==> config.mk <==
export PLATFORM = sky130hd
export DESIGN_NAME = dmacc_top
export DESIGN_NICKNAME = d
export VERILOG_FILES = /design/src/verilog/dmacc_pkg.sv /design/src/verilog/dmacc_fifo.sv /design/src/verilog/dmacc_channel.sv /design/src/verilog/dmacc_top.sv
export VERILOG_INCLUDE_DIRS = /design/src /design/src/verilog
export SDC_FILE = /design/constraint.sdc
export NUM_CORES = 1
export LEC_CHECK = 0
export ABC_CLOCK_PERIOD_IN_PS = 5550
export BUFFER_PORTS_ARGS = -buffer_cell sky130_fd_sc_hd__clkbuf_2
export CAP_MARGIN = 20
export CELL_PAD_IN_SITES_DETAIL_PLACEMENT = 0
export CELL_PAD_IN_SITES_GLOBAL_PLACEMENT = 1
export CORE_UTILIZATION = 45
export DETAILED_ROUTE_END_ITERATION = 12
export GPL_TIMING_DRIVEN = 0
export PLACE_DENSITY_LB_ADDON = 0.1
export SLEW_MARGIN = 20
export SYNTH_ARGS = -nofsm -noshare
export SYNTH_HDL_FRONTEND = slang
export SYNTH_SLANG_ARGS = --single-unit
==> constraint.sdc <==
create_clock -name clk_i -period 5.55 [get_ports clk_i]
set_input_delay 0.8325 -clock clk_i [delete_from_list [all_inputs] [get_ports clk_i]]
set_output_delay 0.8325 -clock clk_i [all_outputs]
set_load 0.1 [all_outputs]
==> src/verilog/dmacc_regs.svh <==
// Register offsets, field positions, reset values and sizes of the DMA channel control block
`ifndef DMACC_REGS_SVH
`define DMACC_REGS_SVH
// *****************************************************
// Register offsets within one channel window
// *****************************************************
`define DMACC_CTRL_OFS    5'h00
`define DMACC_SRC_OFS     5'h04
`define DMACC_DST_OFS     5'h08
`define DMACC_RELOAD_OFS  5'h0C
`define DMACC_FWD_OFS     5'h10
`define DMACC_COUNT_OFS   5'h14
`define DMACC_CH_BIT      5
// *****************************************************
// Control register fields
// *****************************************************
`define DMACC_SEL_MSB     1
`define DMACC_SEL_LSB     0
`define DMACC_REQ_BIT     2
`define DMACC_EN_BIT      3
`define DMACC_DIR_BIT     4
// *****************************************************
// Reset values and sizes
// *****************************************************
`define DMACC_CTRL_RST    8'h00
`define DMACC_WORD_RST    16'h0000
`define DMACC_FIFO_DEPTH  8
`endif

==> src/verilog/dmacc_pkg.sv <==
// Types shared by the DMA channel control block
package dmacc_pkg;
    // Per-channel setup written by software
    typedef struct packed {
        logic [15:0] src;     // Source pointer
        logic [15:0] dst;     // Destination pointer
        logic [15:0] reload;  // Transfer count reload
    } dmacc_cfg_type;
    // One granted transfer, as queued toward memory
    typedef struct packed {
        logic        chan;    // Channel that ran
        logic [15:0] addr;    // Forward address used
        logic [15:0] left;    // Count before this transfer
    } dmacc_desc_type;
    localparam int DMACC_DESC_W = $bits(dmacc_desc_type);
endpackage : dmacc_pkg

==> src/verilog/dmacc_fifo.sv <==
// Small synchronous FIFO with valid and ready on both sides
`timescale 1ns/1ns
module dmacc_fifo #(
    parameter int WIDTH = 33,
    parameter int DEPTH = 8
) (
    input  wire logic             clk_i,
    input  wire logic             rst_i,
    input  wire logic             in_valid_i,
    output logic                  in_ready_o,
    input  wire logic [WIDTH-1:0] in_data_i,
    output logic                  out_valid_o,
    input  wire logic             out_ready_i,
    output logic [WIDTH-1:0]      out_data_o
);
    localparam int AW = $clog2(DEPTH);
    logic [WIDTH-1:0] mem [DEPTH];   // Storage words
    logic [AW-1:0]    wr_ptr;        // Next slot to fill
    logic [AW-1:0]    rd_ptr;        // Oldest slot
    logic [AW:0]      fill;          // Words held
    logic             push;
    logic             pop;
    assign in_ready_o  = (fill != (AW+1)'(DEPTH));
    assign out_valid_o = (fill != '0);
    assign push        = in_valid_i && in_ready_o;
    assign pop         = out_valid_o && out_ready_i;
    assign out_data_o  = mem[rd_ptr];
    // Storage write, no reset needed on data
    always_ff @(posedge clk_i)
    begin
        if (push)
            mem[wr_ptr] <= in_data_i;
    end
    // Pointers and fill level
    always_ff @(posedge clk_i)
    begin
        if (rst_i)
        begin
            wr_ptr <= '0;
            rd_ptr <= '0;
            fill   <= '0;
        end
        else
        begin
            if (push)
                wr_ptr <= (wr_ptr == AW'(DEPTH-1)) ? '0 : wr_ptr + 1'b1;
            if (pop)
                rd_ptr <= (rd_ptr == AW'(DEPTH-1)) ? '0 : rd_ptr + 1'b1;
            if (push && !pop)
                fill <= fill + 1'b1;
            else if (pop && !push)
                fill <= fill - 1'b1;
        end
    end
endmodule : dmacc_fifo

==> src/verilog/dmacc_channel.sv <==
// One DMA channel: control flags, request flag, pointer and counter
`timescale 1ns/1ns
`include "dmacc_regs.svh"
module dmacc_channel (
    input  wire logic                    clk_i,
    input  wire logic                    rst_i,
    input  wire logic                    wr_i,
    input  wire logic [7:0]              wdata_i,
    input  wire dmacc_pkg::dmacc_cfg_type cfg_i,
    input  wire logic [3:0]              src_i,
    input  wire logic                    grant_i,
    output logic [7:0]                   ctrl_o,
    output logic [15:0]                  fwd_o,
    output logic [15:0]                  count_o,
    output logic                         set_o
);
    import dmacc_pkg::*;
    logic [1:0] sel;       // Request source select
    logic       req;       // Pending request flag
    logic       en;        // Channel enable
    logic       dir;       // 1: destination steps forward
    logic       src_prev;  // Selected source, last cycle
    logic       src_now;
    logic       next_req;
    assign src_now = src_i[sel];
    // Rising request edge, or a changed select field
    assign set_o = (src_now && !src_prev) ||
                   (wr_i && wdata_i[`DMACC_SEL_MSB:`DMACC_SEL_LSB] != sel);
    // Set wins over both clears
    always_comb
    begin
        next_req = req;
        if (grant_i)
            next_req = 1'b0;
        if (wr_i && !wdata_i[`DMACC_REQ_BIT])
            next_req = 1'b0;
        if (set_o)
            next_req = 1'b1;
    end
    // Source history and request flag
    always_ff @(posedge clk_i)
    begin
        if (rst_i)
        begin
            src_prev <= 1'b0;
            req      <= 1'b0;
        end
        else
        begin
            src_prev <= src_now;
            req      <= next_req;
        end
    end
    // Enable, direction and select
    always_ff @(posedge clk_i)
    begin
        if (rst_i)
            {dir, en, sel} <= 4'h0;
        else if (wr_i)
        begin
            sel <= wdata_i[`DMACC_SEL_MSB:`DMACC_SEL_LSB];
            en  <= wdata_i[`DMACC_EN_BIT];
            dir <= wdata_i[`DMACC_DIR_BIT];
        end
        else if (grant_i && count_o <= 16'h0001)
            en <= 1'b0;   // Last transfer ends the run
    end
    // Pointer and counter: an enable write always restarts
    always_ff @(posedge clk_i)
    begin
        if (rst_i)
        begin
            fwd_o   <= `DMACC_WORD_RST;
            count_o <= `DMACC_WORD_RST;
        end
        else if (wr_i && wdata_i[`DMACC_EN_BIT])
        begin
            fwd_o   <= wdata_i[`DMACC_DIR_BIT] ? cfg_i.dst : cfg_i.src;
            count_o <= cfg_i.reload;
        end
        else if (grant_i)
        begin
            fwd_o   <= fwd_o + 16'h0001;
            count_o <= count_o - 16'h0001;
        end
    end
    assign ctrl_o = {3'h0, dir, en, req, sel};
endmodule : dmacc_channel

==> src/verilog/dmacc_top.sv <==
// Two-channel DMA control with a Wishbone register slave and a transfer queue
// Behaviour
// Enable flag sits in control bit 3
// Enable write loads forward pointer from chosen
// Enable write copies reload into transfer counter
// Re-enabling an active channel restarts from scratch
// Request flag sits in control bit 2
// Source request sets flag, enabled or not
// Flag clears when its transfer begins
// Software writes 0 to clear, 1 ignored
// Changing source select may set the flag
// Software clears flag after changing select
// Enabled channel starts transfer on flag at once
// Software judges activity by enable, not request
// Pending flag starts transfer once channel enabled
`timescale 1ns/1ns
`include "dmacc_regs.svh"
module dmacc_top (
    input  wire logic                 clk_i,
    input  wire logic                 rst_i,
    input  wire logic                 cyc_i,
    input  wire logic                 stb_i,
    input  wire logic                 we_i,
    input  wire logic [7:0]           adr_i,
    input  wire logic [3:0]           sel_i,
    input  wire logic [31:0]          dat_i,
    output logic [31:0]               dat_o,
    output logic                      ack_o,
    input  wire logic [3:0]           chan0_src_i,
    input  wire logic [3:0]           chan1_src_i,
    output logic                      xfer_valid_o,
    input  wire logic                 xfer_ready_i,
    output dmacc_pkg::dmacc_desc_type xfer_o
);
    import dmacc_pkg::*;
    // *****************************************************
    // Declarations
    // *****************************************************
    dmacc_cfg_type  cfg [2];      // Software setup per channel
    logic [7:0]     ctrl [2];     // Control view per channel
    logic [15:0]    fwd [2];      // Working forward pointers
    logic [15:0]    count [2];    // Working counters
    logic [1:0]     set;          // Request flag set pulses
    logic [1:0]     wr_ctrl;      // Control write strobes
    logic [1:0]     want;         // Enabled and pending
    logic [1:0]     grant;        // Transfer begins now
    logic [3:0]     src [2];      // Request lines per channel
    logic           bus_req;      // Valid Wishbone cycle
    logic           bus_wr;       // Write taking effect
    logic           mapped;       // Address inside the map
    logic           ch;           // Addressed channel
    logic [4:0]     ofs;          // Offset within window
    logic [15:0]    lane_mask;    // Write lanes from sel
    logic [31:0]    next_dat;     // Read data being formed
    logic           q_ready;      // Queue has room
    dmacc_desc_type q_in;         // Descriptor to queue
    assign src[0] = chan0_src_i;
    assign src[1] = chan1_src_i;
    // *****************************************************
    // Wishbone decode
    // *****************************************************
    // Request seen when both strobes are high
    assign bus_req   = cyc_i && stb_i;
    // Writes land on the edge that sees ack high
    assign bus_wr    = bus_req && we_i && ack_o;
    // Upper address bits must be zero to hit a register
    assign mapped    = (adr_i[7:6] == 2'h0);
    assign ch        = adr_i[`DMACC_CH_BIT];
    assign ofs       = {adr_i[4:2], 2'h0};
    assign lane_mask = {{8{sel_i[1]}}, {8{sel_i[0]}}};
    // Byte-lane merge of a 16-bit register
    function automatic logic [15:0] merge(input logic [15:0] old,
                                          input logic [15:0] nw,
                                          input logic [15:0] m);
        merge = (old & ~m) | (nw & m);
    endfunction : merge
    // Ack one cycle after the request, dropped the cycle after
    // Unmapped addresses are still acked, reading zero, so the master never hangs
    always_ff @(posedge clk_i)
    begin
        if (rst_i)
            ack_o <= 1'b0;
        else
            ack_o <= bus_req && !ack_o;
    end
    // *****************************************************
    // Setup registers
    // *****************************************************
    // Pointers and reload count, byte-lane writable
    always_ff @(posedge clk_i)
    begin
        if (rst_i)
        begin
            cfg[0] <= '0;
            cfg[1] <= '0;
        end
        else if (bus_wr && mapped)
        begin
            unique case (ofs)
                `DMACC_SRC_OFS:
                    cfg[ch].src <= merge(cfg[ch].src, dat_i[15:0], lane_mask);
                `DMACC_DST_OFS:
                    cfg[ch].dst <= merge(cfg[ch].dst, dat_i[15:0], lane_mask);
                `DMACC_RELOAD_OFS:
                    cfg[ch].reload <= merge(cfg[ch].reload, dat_i[15:0], lane_mask);
                default:
                    ;   // Other offsets hold no setup
            endcase
        end
    end
    // Control writes need the low byte lane
    assign wr_ctrl[0] = bus_wr && mapped && !ch && ofs == `DMACC_CTRL_OFS && sel_i[0];
    assign wr_ctrl[1] = bus_wr && mapped && ch && ofs == `DMACC_CTRL_OFS && sel_i[0];
    // *****************************************************
    // Channels and arbitration
    // *****************************************************
    // A pending flag waits while disabled and runs on enable
    assign want[0] = ctrl[0][`DMACC_EN_BIT] && ctrl[0][`DMACC_REQ_BIT];
    assign want[1] = ctrl[1][`DMACC_EN_BIT] && ctrl[1][`DMACC_REQ_BIT];
    // Start at once when room; channel zero wins a tie
    // A full queue holds the flag pending instead of losing it
    assign grant[0] = want[0] && q_ready;
    assign grant[1] = want[1] && !want[0] && q_ready;
    genvar gi;
    generate
        for (gi = 0; gi < 2; gi++)
        begin : g_chan
            // One control engine per channel
            dmacc_channel u_chan (
                .clk_i   (clk_i),
                .rst_i   (rst_i),
                .wr_i    (wr_ctrl[gi]),
                .wdata_i (dat_i[7:0]),
                .cfg_i   (cfg[gi]),
                .src_i   (src[gi]),
                .grant_i (grant[gi]),
                .ctrl_o  (ctrl[gi]),
                .fwd_o   (fwd[gi]),
                .count_o (count[gi]),
                .set_o   (set[gi])
            );
        end
    endgenerate
    // *****************************************************
    // Transfer queue
    // *****************************************************
    // Descriptor of the granted channel
    always_comb
    begin
        q_in      = '0;
        q_in.chan = grant[1];
        q_in.addr = grant[1] ? fwd[1] : fwd[0];
        q_in.left = grant[1] ? count[1] : count[0];
    end
    // Queue toward memory; downstream stalls fill it
    dmacc_fifo #(
        .WIDTH (DMACC_DESC_W),
        .DEPTH (`DMACC_FIFO_DEPTH)
    ) u_fifo (
        .clk_i       (clk_i),
        .rst_i       (rst_i),
        .in_valid_i  (|grant),
        .in_ready_o  (q_ready),
        .in_data_i   (q_in),
        .out_valid_o (xfer_valid_o),
        .out_ready_i (xfer_ready_i),
        .out_data_o  (xfer_o)
    );
    // *****************************************************
    // Read data
    // *****************************************************
    // Enable bit is the reliable activity view, request clears too fast
    always_comb
    begin
        next_dat = 32'h0000_0000;
        if (mapped)
        begin
            unique case (ofs)
                `DMACC_CTRL_OFS:   next_dat = {24'h00_0000, ctrl[ch]};
                `DMACC_SRC_OFS:    next_dat = {16'h0000, cfg[ch].src};
                `DMACC_DST_OFS:    next_dat = {16'h0000, cfg[ch].dst};
                `DMACC_RELOAD_OFS: next_dat = {16'h0000, cfg[ch].reload};
                `DMACC_FWD_OFS:    next_dat = {16'h0000, fwd[ch]};
                `DMACC_COUNT_OFS:  next_dat = {16'h0000, count[ch]};
                default:           next_dat = 32'h0000_0000;
            endcase
        end
    end
    // Captured with ack and held while it stands
    always_ff @(posedge clk_i)
    begin
        if (rst_i)
            dat_o <= 32'h0000_0000;
        else if (bus_req && !ack_o)
            dat_o <= next_dat;
    end
endmodule : dmacc_top

Word-level counts from Yosys, hierarchy flattened
Memories as Yosys holds them, arrays and structs flattened. A register that Yosys moved wholly into a read port is not among the register bits. Cells that the tools add are included.

Equal/unequal tests: 10. Bitwise gates (word level): 9. Add/subtract/negate cells: 8. Reduce and logical (&&, ||, !) cells: 52. Multiplexer cells: 62. Magnitude comparators: 5.

Operators with widths (count): $mux 16 (19); $pmux 16 s6 (1); $and 16x16->16 (4); $mux 48 (1); $or 16x16->16 (3); $reduce_or 48->1 (1); $add 16x1->16 const B (2); $le 16x1->1 const B (2); $sub 16x1->16 const B (2); $logic_and 1x1->1 (30); $mux 1 (29); $mux 8 (2); $not 16->16 (1); $mux 3 (5); $eq 3x3->1 const B (4); $reduce_bool 2->1 (5); $logic_not 1->1 (8); $mux 4 (2); $add 3x1->3 const B (2); $eq 3x2->1 const B (2); $lt 2x3->1 const B (2); $reduce_bool 3->1 (2); $logic_not 5->1 (1); $mux 5 (1); 12 further kinds (15).

Flip-flop bits (word level): 119. Output and inout bits: 67. Word-level logic and storage cells: 167. Bits in writable memories: 360. Bits of input ports: 58. Memories: 2.

Memories: u_fifo.mem (words 8, width 33, read ports 1, clocked after memory_dff 1, wr ports 1, line dmacc_fifo.sv:17) `logic [WIDTH-1:0] mem [DEPTH];`; cfg (words 2, width 48, read ports 3, clocked after memory_dff 0, wr ports 2, line dmacc_top.sv:39) `dmacc_cfg_type cfg [2];`.

Depth between registers and ports, before layout
Depth after elaboration: 10. Depth in mapped cells: 12.

Hierarchy
From an unflattened synthesis, not the netlist that was laid out.

Cell total of the unflattened synthesis: 1586. Area total of the unflattened synthesis: 21501.9 sq um.

Modules (own cells, without submodules): dmacc_fifo (cells an instance 456, instances 1, area each 10585.2 sq um); dmacc_top (cells an instance 608, instances 1, area each 6572.6 sq um); dmacc_channel (cells an instance 261, instances 2, area each 2172.1 sq um).

Worst setup path after synthesis
No wires, ideal clock.

Path kind: reg2reg. Start point: register g_chan[0].u_chan.en. End point: memory u_fifo.mem[2][0] (enable). Cell stages (with the launch flop): 5. Arrival: 4.490 ns. Path slack: 0.543 ns. Library setup time: 0.518 ns. Required time: 5.032 ns. Clock period less this slack: 5.007 ns. Cell sequence: dfxtp_1 > and2_1 > clkbuf_1 > o21ai_1 > nor4b_1.

Word-level cells in the longest chain between the ends: 8. Elaborated cells between the ends (all ways): 9. Those cells by class: mux (2); reduce/logical (7).

Ends and longest elaborated chain: start: declaration (line dmacc_channel.sv:20) `logic en;`; start signal: assignment (line dmacc_channel.sv:62) `` en <= wdata_i[`DMACC_EN_BIT]; ``; $logic_and 1x1->1 * (line dmacc_top.sv:118) `` assign want[0] = ctrl[0][`DMACC_EN_BIT] && ctrl[0][`DMACC_REQ_BIT]; ``; $logic_not 1->1 (line dmacc_top.sv:123) `assign grant[1] = want[1] && !want[0] && q_ready;`; $logic_and 1x1->1 (2 in a row) (line dmacc_top.sv:123); $reduce_or 2->1 * (line dmacc_top.sv:162) `.in_valid_i (|grant),`; $logic_and 1x1->1 * (line dmacc_fifo.sv:25) `assign push = in_valid_i && in_ready_o;`; $mux 1 * (line dmacc_fifo.sv:31) `if (push)`; $mux 1 (not written as such) * (line dmacc_fifo.sv:32) `mem[wr_ptr] <= in_data_i;`; end: declaration (line dmacc_fifo.sv:17).

Every way passes the cells marked *; elsewhere a longest branch is shown, timed or not.

==> results.yml <==
hold_path:
  worstHoldPathCells: 2
  hold_start: "g_chan[0].u_chan.dir"
  min-delay-path-class: "flip-flop to flip-flop"
  holdPathEnd: "g_chan[0].u_chan.dir"
routing:
  postRouteAntennaNets: 0
  dr.pass1.iters: 5
  first_iter_violations: 1106
  wire_per_inst_um: 24.8
  viasPerCell: 5.69
  vias: 13700
  drt-total-wl_mm: 59.8
  drc: 0
global_route:
  grt_use_total_pct: 25.7
  grt_pass1_wl_mm: 89.2
  grt_max_degree: 21
  grt_pass1_vias: 13900
  gr-total-overflow: 0
  antenna_found_initial: 0
synth:
  synth_edf_count: 360
  synth_top_area_share_pct: 51.4
  synthTopCellsByArea: "edfxtp_1, dfxtp_1, mux4_2, mux2_2, a211oi_1"
  yosysUniqueCellTypes: 59
  synth_most_common_cell: "edfxtp_1"
  ys_ff_latch: 466
  synthCells: 1583
  synthSimpleGateAreaFrac_pct: 10.8
  synth_top_family_by_area: "multiplexers"
  yosysTopAreaCell: "edfxtp_1"
  ys_warn_count: 0
  avgSynthCellArea_um2: 13.3
  async_reset_ff_share_pct: 0
  synth_common_cells: "edfxtp_1, nor2_1, nand2_1"
  yosys.area_share.xor_xnor_pct: 2.71
  synthMuxAreaShare_pct: 13.8
  synth_compound_area_share_pct: 7.72
  ys_seq_area_share_pct: 61.5
  syn_area_um2: 21000
  ys.flop_type: "edfxtp_1"
  synth-adder-area-share_pct: 0.868
worst_setup_path:
  r2r-end: "u_fifo.mem[2][9]"
  cp.required_ns: 4.72
  ff2ff_path_depth: 10
  r2r-start: "g_chan[0].u_chan.en"
  cp_max_fo: 10
  cp.arrival_ns: 3.36
  crit_path_start_kind: "flip-flop"
  reg2reg_slack_ns: 1.85
  crit_type: "flip-flop to primary output"
  endpoint_kind: "primary output"
layout:
  fin_area_um2: 24200
  drive_gt1_share_pct: 22.4
  fill_cells: 3900
  syn2layout_area_growth_pct: 15.2
  diodes: 0
  nets: 1842
timing:
  period_share_pct: 75.6
  clock_skew_ns: 0.0181
  worstMarginPinSlew_ns: 1.00
  period_minus_slack_ns: 4.20
  max-slew-margin-rel_pct: 33.0
  maxSlewViolCount: 0
  max_freq_mhz: 238
  rsz0062_at_grt: "false"
  setup_viol: 0
  holdWs_ns: 0.458
  finalHoldViolations: 0
power:
  power_density_nw_per_um2: 368
  ir_drop_mv: 0.311
  leakagePower_nw: 8.39
  total_power_mw: 8.93
place:
  dp_hpwl_mm: 44.9
  globalplace.congestion: 0.903
  placed_cell_area_um2: 22600
  port_buffers: 83
clocking:
  clock_path_buffers: 3
  postCtsSetupBuffers: 0
  clk-insertion-delay-late_ns: 0.60
  ctsHoldBuffers: 0
  cts_inserted_buffers: 49
  cts_tree: "built"
  cts_max_level: 2
  cts_resized: 0
  cts_num_sinks: 466
  clkTransAtPathRegs_ns: 0.06
  root_buffer: "clkbuf_16"
floorplan:
  die_area_um2: 47600
  coreArea_um2: 45800
  rows: 78
  start_util_pct: 46.0
  io_pins: 125
  die_y_um: 218
  die_w_um: 218
run_status:
  outcome: "finished, final reports clean"
run:
  maxCapViolations: 0
[worst max path at each step]
stage                         from                 to
6_report                 flip-flop         xfer_o[18]
5_1_grt                  flip-flop         xfer_o[30]
4_1_cts                  flip-flop         xfer_o[30]
3_5_place_dp              adr_i[5]         cfg[1][41]
3_3_place_gp   g_chan[0].u_chan.en  u_fifo.mem[2][11]
2_1_floorplan  g_chan[0].u_chan.en   u_fifo.mem[2][0]
[where the power goes]
| part | switching, mW | internal, mW | total (mW) |
|---|---|---|---|
| logic | 1.25 | 0.544 | 1.79 |
| registers | 0.0484 | 3.77 | 3.82 |
| clock network | 1.37 | 1.95 | 3.32 |
[layout by cell type (no fill, tap or decap), types with 33 or more instances in the layout]
master / netlist / routed
edfxtp_1: 360 / 360
nor2_1: 157 / 156
nand2_1: 145 / 145
dfxtp_1: 106 / 106
a211oi_1: 98 / 98
clkbuf_2: 0 / 83
mux2_2: 81 / 81
clkbuf_1: 60 / 74
mux4_2: 71 / 71
o21ai_0: 70 / 67
clkbuf_16: 0 / 49
xnor2_1: 41 / 41
mux2i_1: 40 / 40
buf_4: 16 / 36
buf_2: 24 / 33
[flip-flops by register name, indices dropped and copies added, names as in the netlist, 3 cells and up, named ones only]
name,flops
u_fifo.mem,264
g_chan.u_chan.sel,4
u_fifo.fill,4
cfg,96
dat_o,16
g_chan.u_chan.count_o,32
g_chan.u_chan.fwd_o,32
u_fifo.wr_ptr,3
u_fifo.rd_ptr,3
[kinds of logic after synthesis]
kind of cell	after synthesis
AND/OR/NAND/NOR	476
flip-flops	466
AO/OA/AOI/OAI	246
multiplexers	192
buffers and inverters	123
XOR/XNOR	65
adder cells (fa/ha/maj)	14
other	1
[critical path: stages (launching register included)]
cell,delay [ns]
dfxtp_1,0.43
buf_1,0.58
buf_2,0.50
mux4_2,0.57
mux2_2,0.30
clkbuf_2,0.38
[through the flow]
step           setup WS (ns)  std cells  util (%)  TNS [ns]
2_1_floorplan          0.543       1598         -         0
5_1_grt                 1.16       2409      53.0         0
6_report                1.35       2409      53.0         0
3_5_place_dp            1.72       2319      49.5         0
3_3_place_gp           -3.32       2281      48.6   -419.55
4_1_cts                 1.26       2409      53.0         0
[metal layers]
metal	GRT usage, %	up-vias	share of wire, %
met3	3.84	114	5.5
met5	0	-	0
li1	-	6340	-
met2	42.8	446	49
met1	33.9	6813	42
met4	9.51	0	3.6
[area by class of cell]
type | instances | area (um2) | share of cell area, %
tap | 600 | 751 | 3.10
sequential | 466 | 12900 | 53.3
inverter | 13 | 48.8 | 0.201
timing repair buffer | 121 | 721 | 2.97
multi-input combinational | 1009 | 7680 | 31.7
clock buffer | 69 | 1360 | 5.61
clock inverter | 21 | 253 | 1.04
buffer | 110 | 503 | 2.07
No activity file was read; power rests on OpenSTA's default activity.
